===== config.mk =====
export PLATFORM = sky130hd
export DESIGN_NAME = tos_output_stage
export DESIGN_NICKNAME = d
export VERILOG_FILES = /design/src/core/tos_pkg.sv /design/src/core/tos_output_stage.sv
export VERILOG_INCLUDE_DIRS = /design/src /design/src/core
export SDC_FILE = /design/constraint.sdc
export NUM_CORES = 1
export LEC_CHECK = 0
export CELL_PAD_IN_SITES_DETAIL_PLACEMENT = 1
export CELL_PAD_IN_SITES_GLOBAL_PLACEMENT = 1
export CORE_ASPECT_RATIO = 1.5
export CORE_MARGIN = 3
export CORE_UTILIZATION = 49
export CTS_CLUSTER_SIZE = 8
export DETAILED_ROUTE_END_ITERATION = 8
export DONT_BUFFER_PORTS = 1
export GPL_ROUTABILITY_DRIVEN = 0
export PLACE_DENSITY_LB_ADDON = 0.1
export SLEW_MARGIN = 30
export SYNTH_ARGS = -nofsm -noshare
export SYNTH_HDL_FRONTEND = slang
export SYNTH_SLANG_ARGS = --single-unit

===== constraint.sdc =====
create_clock -name clock -period 7.36 [get_ports clock]
set_clock_uncertainty 0.05 [all_clocks]
set_input_delay 0.368 -clock clock [delete_from_list [all_inputs] [get_ports clock]]
set_output_delay 0.368 -clock clock [all_outputs]
set_load 0.005 [all_outputs]

===== src/core/tos_params.svh =====
// Constants of the thermal overload output stage: offsets, reset values, timing
`ifndef TOS_PARAMS_SVH
`define TOS_PARAMS_SVH
// Timing
`define TOS_CLK_HZ        25000000
`define TOS_STEP_MS       5
`define TOS_STEP_CYCLES   ((`TOS_CLK_HZ / 1000) * `TOS_STEP_MS)
// Register byte offsets
`define TOS_OFF_CTRL      8'h00
`define TOS_OFF_A1_LVL    8'h04
`define TOS_OFF_A2_LVL    8'h08
`define TOS_OFF_INH_LVL   8'h0C
`define TOS_OFF_TRIP_LVL  8'h10
`define TOS_OFF_TRIP_DLY  8'h14
`define TOS_OFF_STATUS    8'h18
`define TOS_OFF_CAPACITY  8'h1C
// Control fields
`define TOS_CTRL_EN_A1    0
`define TOS_CTRL_EN_A2    1
`define TOS_CTRL_EN_INH   2
`define TOS_CTRL_LN_LSB   4
`define TOS_CTRL_LN_MSB   6
// Reset values, levels in 0.1 % units, delay in 5 ms steps
`define TOS_RST_CTRL      8'h00
`define TOS_RST_A1_LVL    11'h190
`define TOS_RST_A2_LVL    11'h190
`define TOS_RST_INH_LVL   11'h320
`define TOS_RST_TRIP_LVL  11'h3E8
`define TOS_RST_TRIP_DLY  20'h00000
`define TOS_LVL_MAX       11'h5DC
`define TOS_DLY_MAX       20'hAFC80
// Status fields
`define TOS_ST_COND_LSB   8
`define TOS_ST_LN_LSB     12
`define TOS_ST_LOAD_LSB   16
`define TOS_ST_FAULT_LSB  20
// Substitute value 1.0 in 8.8 fixed point
`define TOS_FIXED_ONE     16'h0100
// Load limits in 0.1 % of nominal current
`define TOS_LIGHT_LIM     16'h000A
`define TOS_HIGH_LIM      16'h07D0
`endif


===== src/core/tos_pkg.sv =====
// Types of the thermal overload output stage
package tos_pkg;
  // Trip path state
  typedef enum logic [1:0] {
    ST_IDLE    = 2'b00,
    ST_START   = 2'b01,
    ST_BLOCKED = 2'b10,
    ST_TRIP    = 2'b11
  } tos_state_t;
  // Operating condition
  typedef enum logic [2:0] {
    COND_NORMAL  = 3'b000,
    COND_ALARM1  = 3'b001,
    COND_ALARM2  = 3'b010,
    COND_INHIBIT = 3'b011,
    COND_TRIP    = 3'b100,
    COND_BLOCKED = 3'b101
  } tos_cond_t;
  // Logical node behaviour
  typedef enum logic [2:0] {
    LN_ON       = 3'b000,
    LN_BLOCKED  = 3'b001,
    LN_TEST     = 3'b010,
    LN_TEST_BLK = 3'b011,
    LN_OFF      = 3'b100
  } tos_ln_t;
  // Load status
  typedef enum logic [1:0] {
    LOAD_LIGHT  = 2'b00,
    LOAD_NORMAL = 2'b01,
    LOAD_OVER   = 2'b10,
    LOAD_HIGH   = 2'b11
  } tos_load_t;
endpackage


===== src/core/tos_output_stage.sv =====
// Thermal overload output stage: thresholds, trip delay, blocking, status
// What this block does
// - Alarm 1 gated by its enable
// - Alarm 1 at capacity over level, 40%
// - Alarm 2 gated by own enable, default off
// - Alarm 2 at capacity over level, 40%
// - Inhibit gated, asserts at level, 80%
// - Trip at level after 5 ms-step delay
// - Outputs depend only on thermal capacity
// - Block input sampled each processing cycle
// - Unblocked pick-up raises start, times trip
// - Blocked pick-up raises blocked, stops there
// - Later blocking clears start, resets timing
// - Report condition; normal drives no outputs but start
// - Report logical node behaviour mode
// - Classify load from measured current
// - Bad service factor: use 1.0, flag
// - Bad ambient settings: use 1.0, flag
// - Bad nominal current: use 1.0, flag
// - Flag inconsistent ambient k, no substitute
//
// Decided for this implementation: the Avalon-MM interface to the registers and the address map.
`include "tos_params.svh"
`timescale 1ns/10ps
`default_nettype none

module tos_output_stage #(
  parameter int STEP_CYCLES = `TOS_STEP_CYCLES  // Clocks per 5 ms delay step
) (
  // Clock and reset
  input  wire logic        clock,
  input  wire logic        rst,
  // Avalon-MM slave
  input  wire logic [7:0]  avsAddress,
  input  wire logic        avsRead,
  input  wire logic        avsWrite,
  input  wire logic [31:0] avsWriteData,
  output logic      [31:0] avsReadData,
  output logic             avsWaitRequest,
  // Thermal image calculator
  input  wire logic        cycleStart,
  input  wire logic [15:0] capacity,
  input  wire logic [15:0] measCurrent,
  input  wire logic [15:0] pickupCurrent,
  input  wire logic [15:0] serviceFactor,
  input  wire logic        serviceFactorBad,
  input  wire logic [15:0] ambientK,
  input  wire logic        ambientBad,
  input  wire logic [15:0] nominalCurr,
  input  wire logic        nominalBad,
  input  wire logic        ambientKInconsistent,
  // Blocking matrix
  input  wire logic        blockIn,
  // Protection outputs
  output logic             alarm1Out,
  output logic             alarm2Out,
  output logic             inhibitOut,
  output logic             tripOut,
  output logic             startOut,
  output logic             blockedOut,
  // Status
  output logic      [2:0]  condition,
  output logic      [2:0]  lnBehaviour,
  output logic      [1:0]  loadStatus,
  output logic             sfFault,
  output logic             ambFault,
  output logic             nomFault,
  output logic             ambKFault,
  // Values in use after substitution
  output logic      [15:0] sfUsed,
  output logic      [15:0] ambKUsed,
  output logic      [15:0] nomCurrUsed
);

  // Refuse a step count the prescaler cannot hold
  initial begin
    if (STEP_CYCLES < 1 || STEP_CYCLES > 16777215) begin
      $error("STEP_CYCLES out of range");
    end
  end

  ////////////////////////////////////////////////////////////////////
  // Declarations
  ////////////////////////////////////////////////////////////////////
  logic [7:0]  ctrl_reg;               // Enables and node mode
  logic [10:0] lvl_reg [0:3];          // Alarm 1, alarm 2, inhibit, trip
  logic [19:0] tripDly_reg;            // Trip delay in steps
  logic        ack_reg;                // Bus answer cycle
  logic [23:0] preCnt_reg;             // Step prescaler
  logic [19:0] stepCnt_reg;            // Elapsed delay steps
  logic        stepTick;               // One step elapsed
  logic        timerDone;              // Delay reached
  logic        pickUp;                 // Capacity at trip level
  logic        blockNow;               // Effective block at sample
  logic        lnOff;                  // Node switched off
  logic [2:0]  levelOut_reg;           // Gated level outputs
  logic [31:0] status;                 // Status word
  tos_pkg::tos_state_t state_reg;      // Trip path state
  tos_pkg::tos_state_t state_next;
  tos_pkg::tos_ln_t    lnMode;         // Node mode from control

  // Threshold compare, capacity in 0.1 % units
  function automatic logic geThr(input logic [15:0] cap, input logic [10:0] lvl);
    geThr = cap >= {5'h00, lvl};
  endfunction

  ////////////////////////////////////////////////////////////////////
  // Avalon-MM slave
  ////////////////////////////////////////////////////////////////////
  // One wait cycle on every access keeps read data registered
  assign avsWaitRequest = (avsRead | avsWrite) & ~ack_reg;

  // Answer flag, high for the single completing cycle
  always_ff @(posedge clock or posedge rst) begin
    if (rst) begin
      ack_reg <= 1'b0;
    end else begin
      ack_reg <= (avsRead | avsWrite) & ~ack_reg;
    end
  end

  // Register writes take effect at the completing edge
  always_ff @(posedge clock or posedge rst) begin
    if (rst) begin
      ctrl_reg    <= `TOS_RST_CTRL;
      lvl_reg[0]  <= `TOS_RST_A1_LVL;
      lvl_reg[1]  <= `TOS_RST_A2_LVL;
      lvl_reg[2]  <= `TOS_RST_INH_LVL;
      lvl_reg[3]  <= `TOS_RST_TRIP_LVL;
      tripDly_reg <= `TOS_RST_TRIP_DLY;
    end else if (avsWrite && ack_reg) begin
      // Levels above range clamp to the top of range
      if (avsAddress == `TOS_OFF_CTRL) begin
        ctrl_reg <= avsWriteData[7:0];
      end else if (avsAddress == `TOS_OFF_A1_LVL) begin
        lvl_reg[0] <= clampLvl(avsWriteData);
      end else if (avsAddress == `TOS_OFF_A2_LVL) begin
        lvl_reg[1] <= clampLvl(avsWriteData);
      end else if (avsAddress == `TOS_OFF_INH_LVL) begin
        lvl_reg[2] <= clampLvl(avsWriteData);
      end else if (avsAddress == `TOS_OFF_TRIP_LVL) begin
        lvl_reg[3] <= clampLvl(avsWriteData);
      end else if (avsAddress == `TOS_OFF_TRIP_DLY) begin
        if (avsWriteData > {12'h000, `TOS_DLY_MAX}) begin
          tripDly_reg <= `TOS_DLY_MAX;
        end else begin
          tripDly_reg <= avsWriteData[19:0];
        end
      end
      // Unmapped and read-only offsets ignore writes
    end
  end

  // Saturating level conversion
  function automatic logic [10:0] clampLvl(input logic [31:0] d);
    if (d > {21'h000000, `TOS_LVL_MAX}) begin
      clampLvl = `TOS_LVL_MAX;
    end else begin
      clampLvl = d[10:0];
    end
  endfunction

  // Read data captured in the wait cycle, held for the answer
  always_ff @(posedge clock or posedge rst) begin
    if (rst) begin
      avsReadData <= 32'h00000000;
    end else if (avsRead && !ack_reg) begin
      if (avsAddress == `TOS_OFF_CTRL) begin
        avsReadData <= {24'h000000, ctrl_reg};
      end else if (avsAddress == `TOS_OFF_A1_LVL) begin
        avsReadData <= {21'h000000, lvl_reg[0]};
      end else if (avsAddress == `TOS_OFF_A2_LVL) begin
        avsReadData <= {21'h000000, lvl_reg[1]};
      end else if (avsAddress == `TOS_OFF_INH_LVL) begin
        avsReadData <= {21'h000000, lvl_reg[2]};
      end else if (avsAddress == `TOS_OFF_TRIP_LVL) begin
        avsReadData <= {21'h000000, lvl_reg[3]};
      end else if (avsAddress == `TOS_OFF_TRIP_DLY) begin
        avsReadData <= {12'h000, tripDly_reg};
      end else if (avsAddress == `TOS_OFF_STATUS) begin
        avsReadData <= status;
      end else if (avsAddress == `TOS_OFF_CAPACITY) begin
        avsReadData <= {16'h0000, capacity};
      end else begin
        avsReadData <= 32'h00000000;   // Unmapped reads zero
      end
    end
  end

  // Status word, reserved bits zero
  assign status = {8'h00, ambKFault, nomFault, ambFault, sfFault,
                   2'h0, loadStatus, 1'b0, lnBehaviour, 1'b0, condition,
                   2'h0, blockedOut, startOut, tripOut, inhibitOut,
                   alarm2Out, alarm1Out};

  ////////////////////////////////////////////////////////////////////
  // Mode and pick-up
  ////////////////////////////////////////////////////////////////////
  // Unknown codes behave as off, the safe reading
  always_comb begin
    case (ctrl_reg[`TOS_CTRL_LN_MSB:`TOS_CTRL_LN_LSB])
      3'b000:  lnMode = tos_pkg::LN_ON;
      3'b001:  lnMode = tos_pkg::LN_BLOCKED;
      3'b010:  lnMode = tos_pkg::LN_TEST;
      3'b011:  lnMode = tos_pkg::LN_TEST_BLK;
      default: lnMode = tos_pkg::LN_OFF;
    endcase
  end

  assign lnOff  = (lnMode == tos_pkg::LN_OFF);
  // Capacity is the only operating criterion
  assign pickUp = !lnOff && geThr(capacity, lvl_reg[3]);
  // Blocking matrix input, or a blocked node mode
  assign blockNow = blockIn || lnMode == tos_pkg::LN_BLOCKED ||
                    lnMode == tos_pkg::LN_TEST_BLK;

  ////////////////////////////////////////////////////////////////////
  // Alarm and inhibit outputs
  ////////////////////////////////////////////////////////////////////
  // Each level output follows capacity at every cycle sample
  for (genvar i = 0; i < 3; i++) begin : g_level
    always_ff @(posedge clock or posedge rst) begin
      if (rst) begin
        levelOut_reg[i] <= 1'b0;
      end else if (cycleStart) begin
        // Enable gates output, drops below level
        levelOut_reg[i] <= ctrl_reg[i] && !lnOff &&
                           geThr(capacity, lvl_reg[i]);
      end
    end
  end

  assign alarm1Out  = levelOut_reg[0];
  assign alarm2Out  = levelOut_reg[1];
  assign inhibitOut = levelOut_reg[2];

  ////////////////////////////////////////////////////////////////////
  // Trip delay timer
  ////////////////////////////////////////////////////////////////////
  assign stepTick  = (preCnt_reg == 24'(STEP_CYCLES - 1));
  assign timerDone = (stepCnt_reg >= tripDly_reg);

  // Runs only while started; any other state restarts it
  always_ff @(posedge clock or posedge rst) begin
    if (rst) begin
      preCnt_reg  <= 24'h000000;
      stepCnt_reg <= 20'h00000;
    end else if (state_reg != tos_pkg::ST_START) begin
      preCnt_reg  <= 24'h000000;
      stepCnt_reg <= 20'h00000;
    end else if (stepTick) begin
      preCnt_reg  <= 24'h000000;
      stepCnt_reg <= stepCnt_reg + 20'h00001;
    end else begin
      preCnt_reg  <= preCnt_reg + 24'h000001;
    end
  end

  ////////////////////////////////////////////////////////////////////
  // Trip path state machine
  ////////////////////////////////////////////////////////////////////
  // Block is looked at only on the cycle sample
  always_comb begin
    state_next = state_reg;
    case (state_reg)
      tos_pkg::ST_IDLE, tos_pkg::ST_BLOCKED: begin
        if (cycleStart) begin
          if (!pickUp) begin
            state_next = tos_pkg::ST_IDLE;
          end else if (blockNow) begin
            state_next = tos_pkg::ST_BLOCKED;
          end else if (tripDly_reg == 20'h00000) begin
            state_next = tos_pkg::ST_TRIP;
          end else begin
            state_next = tos_pkg::ST_START;
          end
        end
      end
      tos_pkg::ST_START: begin
        if (cycleStart && !pickUp) begin
          state_next = tos_pkg::ST_IDLE;
        end else if (cycleStart && blockNow) begin
          state_next = tos_pkg::ST_BLOCKED;
        end else if (timerDone) begin
          state_next = tos_pkg::ST_TRIP;
        end
      end
      tos_pkg::ST_TRIP: begin
        if (cycleStart && !pickUp) begin
          state_next = tos_pkg::ST_IDLE;
        end else if (cycleStart && blockNow) begin
          state_next = tos_pkg::ST_BLOCKED;
        end
      end
      default: state_next = tos_pkg::ST_IDLE;
    endcase
  end

  // State and its decoded outputs, all registered
  always_ff @(posedge clock or posedge rst) begin
    if (rst) begin
      state_reg  <= tos_pkg::ST_IDLE;
      startOut   <= 1'b0;
      tripOut    <= 1'b0;
      blockedOut <= 1'b0;
    end else begin
      state_reg  <= state_next;
      // Start stays up while the trip is held
      startOut   <= state_next == tos_pkg::ST_START ||
                    state_next == tos_pkg::ST_TRIP;
      tripOut    <= state_next == tos_pkg::ST_TRIP;
      blockedOut <= state_next == tos_pkg::ST_BLOCKED;
    end
  end

  ////////////////////////////////////////////////////////////////////
  // Condition and mode report
  ////////////////////////////////////////////////////////////////////
  // Highest severity wins; normal only when nothing but start drives
  always_ff @(posedge clock or posedge rst) begin
    if (rst) begin
      condition   <= tos_pkg::COND_NORMAL;
      lnBehaviour <= tos_pkg::LN_ON;
    end else begin
      lnBehaviour <= lnMode;
      if (blockedOut) begin
        condition <= tos_pkg::COND_BLOCKED;
      end else if (tripOut) begin
        condition <= tos_pkg::COND_TRIP;
      end else if (inhibitOut) begin
        condition <= tos_pkg::COND_INHIBIT;
      end else if (alarm2Out) begin
        condition <= tos_pkg::COND_ALARM2;
      end else if (alarm1Out) begin
        condition <= tos_pkg::COND_ALARM1;
      end else begin
        condition <= tos_pkg::COND_NORMAL;
      end
    end
  end

  ////////////////////////////////////////////////////////////////////
  // Load status
  ////////////////////////////////////////////////////////////////////
  // Classified once per cycle sample from measured current
  always_ff @(posedge clock or posedge rst) begin
    if (rst) begin
      loadStatus <= tos_pkg::LOAD_LIGHT;
    end else if (cycleStart) begin
      if (measCurrent < `TOS_LIGHT_LIM) begin
        loadStatus <= tos_pkg::LOAD_LIGHT;
      end else if (measCurrent <= pickupCurrent) begin
        loadStatus <= tos_pkg::LOAD_NORMAL;
      end else if (measCurrent <= `TOS_HIGH_LIM) begin
        loadStatus <= tos_pkg::LOAD_OVER;
      end else begin
        loadStatus <= tos_pkg::LOAD_HIGH;
      end
    end
  end

  ////////////////////////////////////////////////////////////////////
  // Setting faults and substitution
  ////////////////////////////////////////////////////////////////////
  // Flags follow the inputs; they clear as soon as a fault goes
  always_ff @(posedge clock or posedge rst) begin
    if (rst) begin
      sfFault     <= 1'b0;
      ambFault    <= 1'b0;
      nomFault    <= 1'b0;
      ambKFault   <= 1'b0;
      sfUsed      <= `TOS_FIXED_ONE;
      ambKUsed    <= `TOS_FIXED_ONE;
      nomCurrUsed <= `TOS_FIXED_ONE;
    end else begin
      sfFault     <= serviceFactorBad;
      ambFault    <= ambientBad;
      nomFault    <= nominalBad;
      ambKFault   <= ambientKInconsistent;
      sfUsed      <= serviceFactorBad ? `TOS_FIXED_ONE : serviceFactor;
      ambKUsed    <= ambientBad ? `TOS_FIXED_ONE : ambientK;
      nomCurrUsed <= nominalBad ? `TOS_FIXED_ONE : nominalCurr;
    end
  end

endmodule // tos_output_stage

`default_nettype wire


==> impl_metrics.tcl <==
set metrics [dict create \
    final_core_util_pct 59.0 \
    largest_reg_flops 44 \
    arrival_ns 3.05 \
    cts-root-buf "clkbuf_16" \
    ys_ff_latch 209 \
    yosysSeqAreaShare_pct 47.7 \
    synth_top_area_cell "dfrtp_1" \
    die_w_um 128 \
    clk_pin_slew_ns 0.06 \
    synth_top_area_share_pct 43.4 \
    maxSlewHeadroom_pct 38.2 \
    die-area_sq_um 24400 \
    fin_crit_ns 2.68 \
    multi_input_area_sq_um 5250 \
    syn_inst 1077 \
    critPathKind "flop to flop" \
    dr.pass1.iters 5 \
    setup_ws_ns 4.68 \
    grt_max_degree 136 \
    n_fill_cell 2382 \
    dr_total_vias 8858 \
    dp_worst_setup_slack_ns 4.76 \
    grt_util_met1_pct 32.8 \
    yosys_warnings 0 \
    worstPathMaxFanout 7 \
    cts_resized 0 \
    cap_violations 0 \
    netlist_top_cells_count "191 x dfrtp_1, 89 x inv_1, 89 x nand2_1" \
    power_density_nw_per_um2 212 \
    yosys-top-cells-area "dfrtp_1 43%, ha_1 9.3%, dfstp_2 4.3%" \
    finalSetupViolations 0 \
    synth_ff_type "dfrtp_1" \
    finalSetupTns_ns 0 \
    seqCellArea_sq_um 5250 \
    path_cells "ha_1, nand4_1, or4_1, nor2_1, nand4_1, xor2_1, nor2_1" \
    use_met2_pct 57.0 \
    start_kind "flop" \
    ys_types 71 \
    htreeDepth 1 \
    dp_hpwl_mm 24.7 \
    io_pins 245 \
    worstMarginPinSlew_ns 0.922 \
    syn_area_sq_um 11000 \
    ir_drop_v 0.000192 \
    drt-initial-drc-count 412 \
    period_share_pct 36.4 \
    required_ns 7.72 \
    avgSynthCellArea_sq_um 10.2 \
    clock_path_buffers 3 \
    nNetsFinal 1382 \
    wl_per_cell_um 25.7 \
    initial_core_util_pct 50.4 \
    crit_buf_inv 0 \
    total_power_mw 2.74 \
    cts_tree "done" \
    gr-total-overflow 0 \
    critPathTopFamily "simple AND/OR/NAND/NOR gates" \
    cts_sinks 209 \
    synth-edff-count 0 \
    areaGrowthSynthToFinish_pct 17.1 \
    rows 66 \
    detail-route-antenna-nets 0 \
    grt_pass1_vias 9958 \
    vias_per_cell 6.10 \
    grt_pass1_wl_mm 57.7 \
    portBuffers 0 \
    drc 0 \
    antenna_found_initial 1 \
    clock_latency_ns 0.55 \
    power.leakage_nw 5.74 \
    slowest_stage "or4_1" \
    hold_violations 0 \
    status "complete, no violations" \
    grt.busiest_layer "met2" \
    routed_wirelength_mm 37.4 \
    drive_gt1_share_pct 8.91 \
    fmax_mhz 373 \
    yosysMostFrequentCell "dfrtp_1" \
    gr-usage-met3_pct 6.46 \
    die_y_um 190 \
    r2r_setup_slack_ns 4.68 \
    ys_async_sr_fraction_pct 100 \
    critPathMaxStageDelay_ns 0.61 \
    rsz0062_at_grt "false" \
    drv_slew 0 \
    grt_use_total_pct 30.7 \
    endpoint_kind "flop" \
    hold_path_class "input port to flop" \
    cts_inserted_buffers 30 \
    core_area_sq_um 21900 \
]
[power breakdown]
group / switching [mW] / internal, mW / leakage [nW]
clock network: 0.535 / 0.763 / 0.409
registers: 0.0332 / 1.19 / 2.71
logic: 0.119 / 0.0987 / 2.63
total: 0.686 / 2.05 / 5.74
[repair_timing]
action | CTS | global route
buffers inserted | 0 | 0
hold buffers | 76 | 1
hold endpoints to repair | 226 | 1
[per-layer routing]
layer / wire [um] / part of all wire, % / vias up
met5: 0 / 0 / -
met4: 1710 / 4.6 / 0
met3: 2490 / 6.7 / 108
met2: 20300 / 54 / 332
met1: 12800 / 34 / 4482
li1: - / - / 3936
[cells in the final DEF (no fill, tap or decap), types with 5 or more instances in the layout]
cell,netlist,layout
conb_1,1,8
dlygate4sd3_1,0,77
mux2_2,10,10
xnor2_1,6,6
inv_1,89,88
o21a_1,5,5
clkbuf_1,30,24
nand4_1,20,20
nor4b_1,5,5
or4_1,5,5
nor2b_1,53,53
and4_1,6,6
mux2i_1,12,12
nor4_1,16,14
dfrtp_1,191,191
a21o_1,10,10
clkbuf_16,0,30
dfstp_2,18,18
buf_4,9,7
o21ai_0,59,59
o31ai_1,5,5
and2_1,5,5
a22o_1,15,15
mux4_2,17,17
a22oi_1,7,7
o22ai_1,5,5
nor3_1,10,10
nor2_1,85,85
o211ai_1,5,5
a21oi_1,40,40
ha_1,82,82
a2bb2oi_1,9,9
xor2_1,33,33
nand3_1,35,35
nand2b_1,8,7
and3_1,13,13
nand2_1,89,89
[cell families after synthesis]
group | Yosys count | share of synthesized area, %
other cells | 1 | 0.0340
simple gates | 376 | 17.8
fa+ha+maj | 82 | 9.31
compound gates | 194 | 11.5
buf+inv | 137 | 5.07
flops | 209 | 47.7
mux | 39 | 5.59
xor+xnor | 39 | 3.10
[stage by stage]
step	instances	hold slack, ns	cell area [sq um]
6_report	1452	0.000425	12900
2_1_floorplan	1084	0.349	11000
4_1_cts	1449	0.000904	12900
5_1_grt	1451	0.0140	12900
3_5_place_dp	1317	0.349	11300
3_3_place_gp	1315	0.350	11200
[area by class of cell]
class                      count  area share, %
clock inverter                 2          0.194
tap                          272           2.64
sequential                   209           40.7
inverter                      89           2.69
antenna                        2         0.0388
timing repair buffer          86           6.55
clock buffer                  54           6.51
multi-input combinational    738           40.7
[final timing paths]
kind	startpoint	cells past startpoint	end
max in group asynchronous	rst	3	avsReadData[14]
worst max register to register	preCnt_reg[0]	7	stepCnt_reg[4]
worst max-delay path	preCnt_reg[0]	7	stepCnt_reg[4]
worst min register to register	lvl_reg[5]	2	lvl_reg[5]
worst min-delay path	avsWriteData[4]	2	lvl_reg[4]
min in group asynchronous	rst	2	sfUsed[6]
No activity file was read; power rests on OpenSTA's default activity.
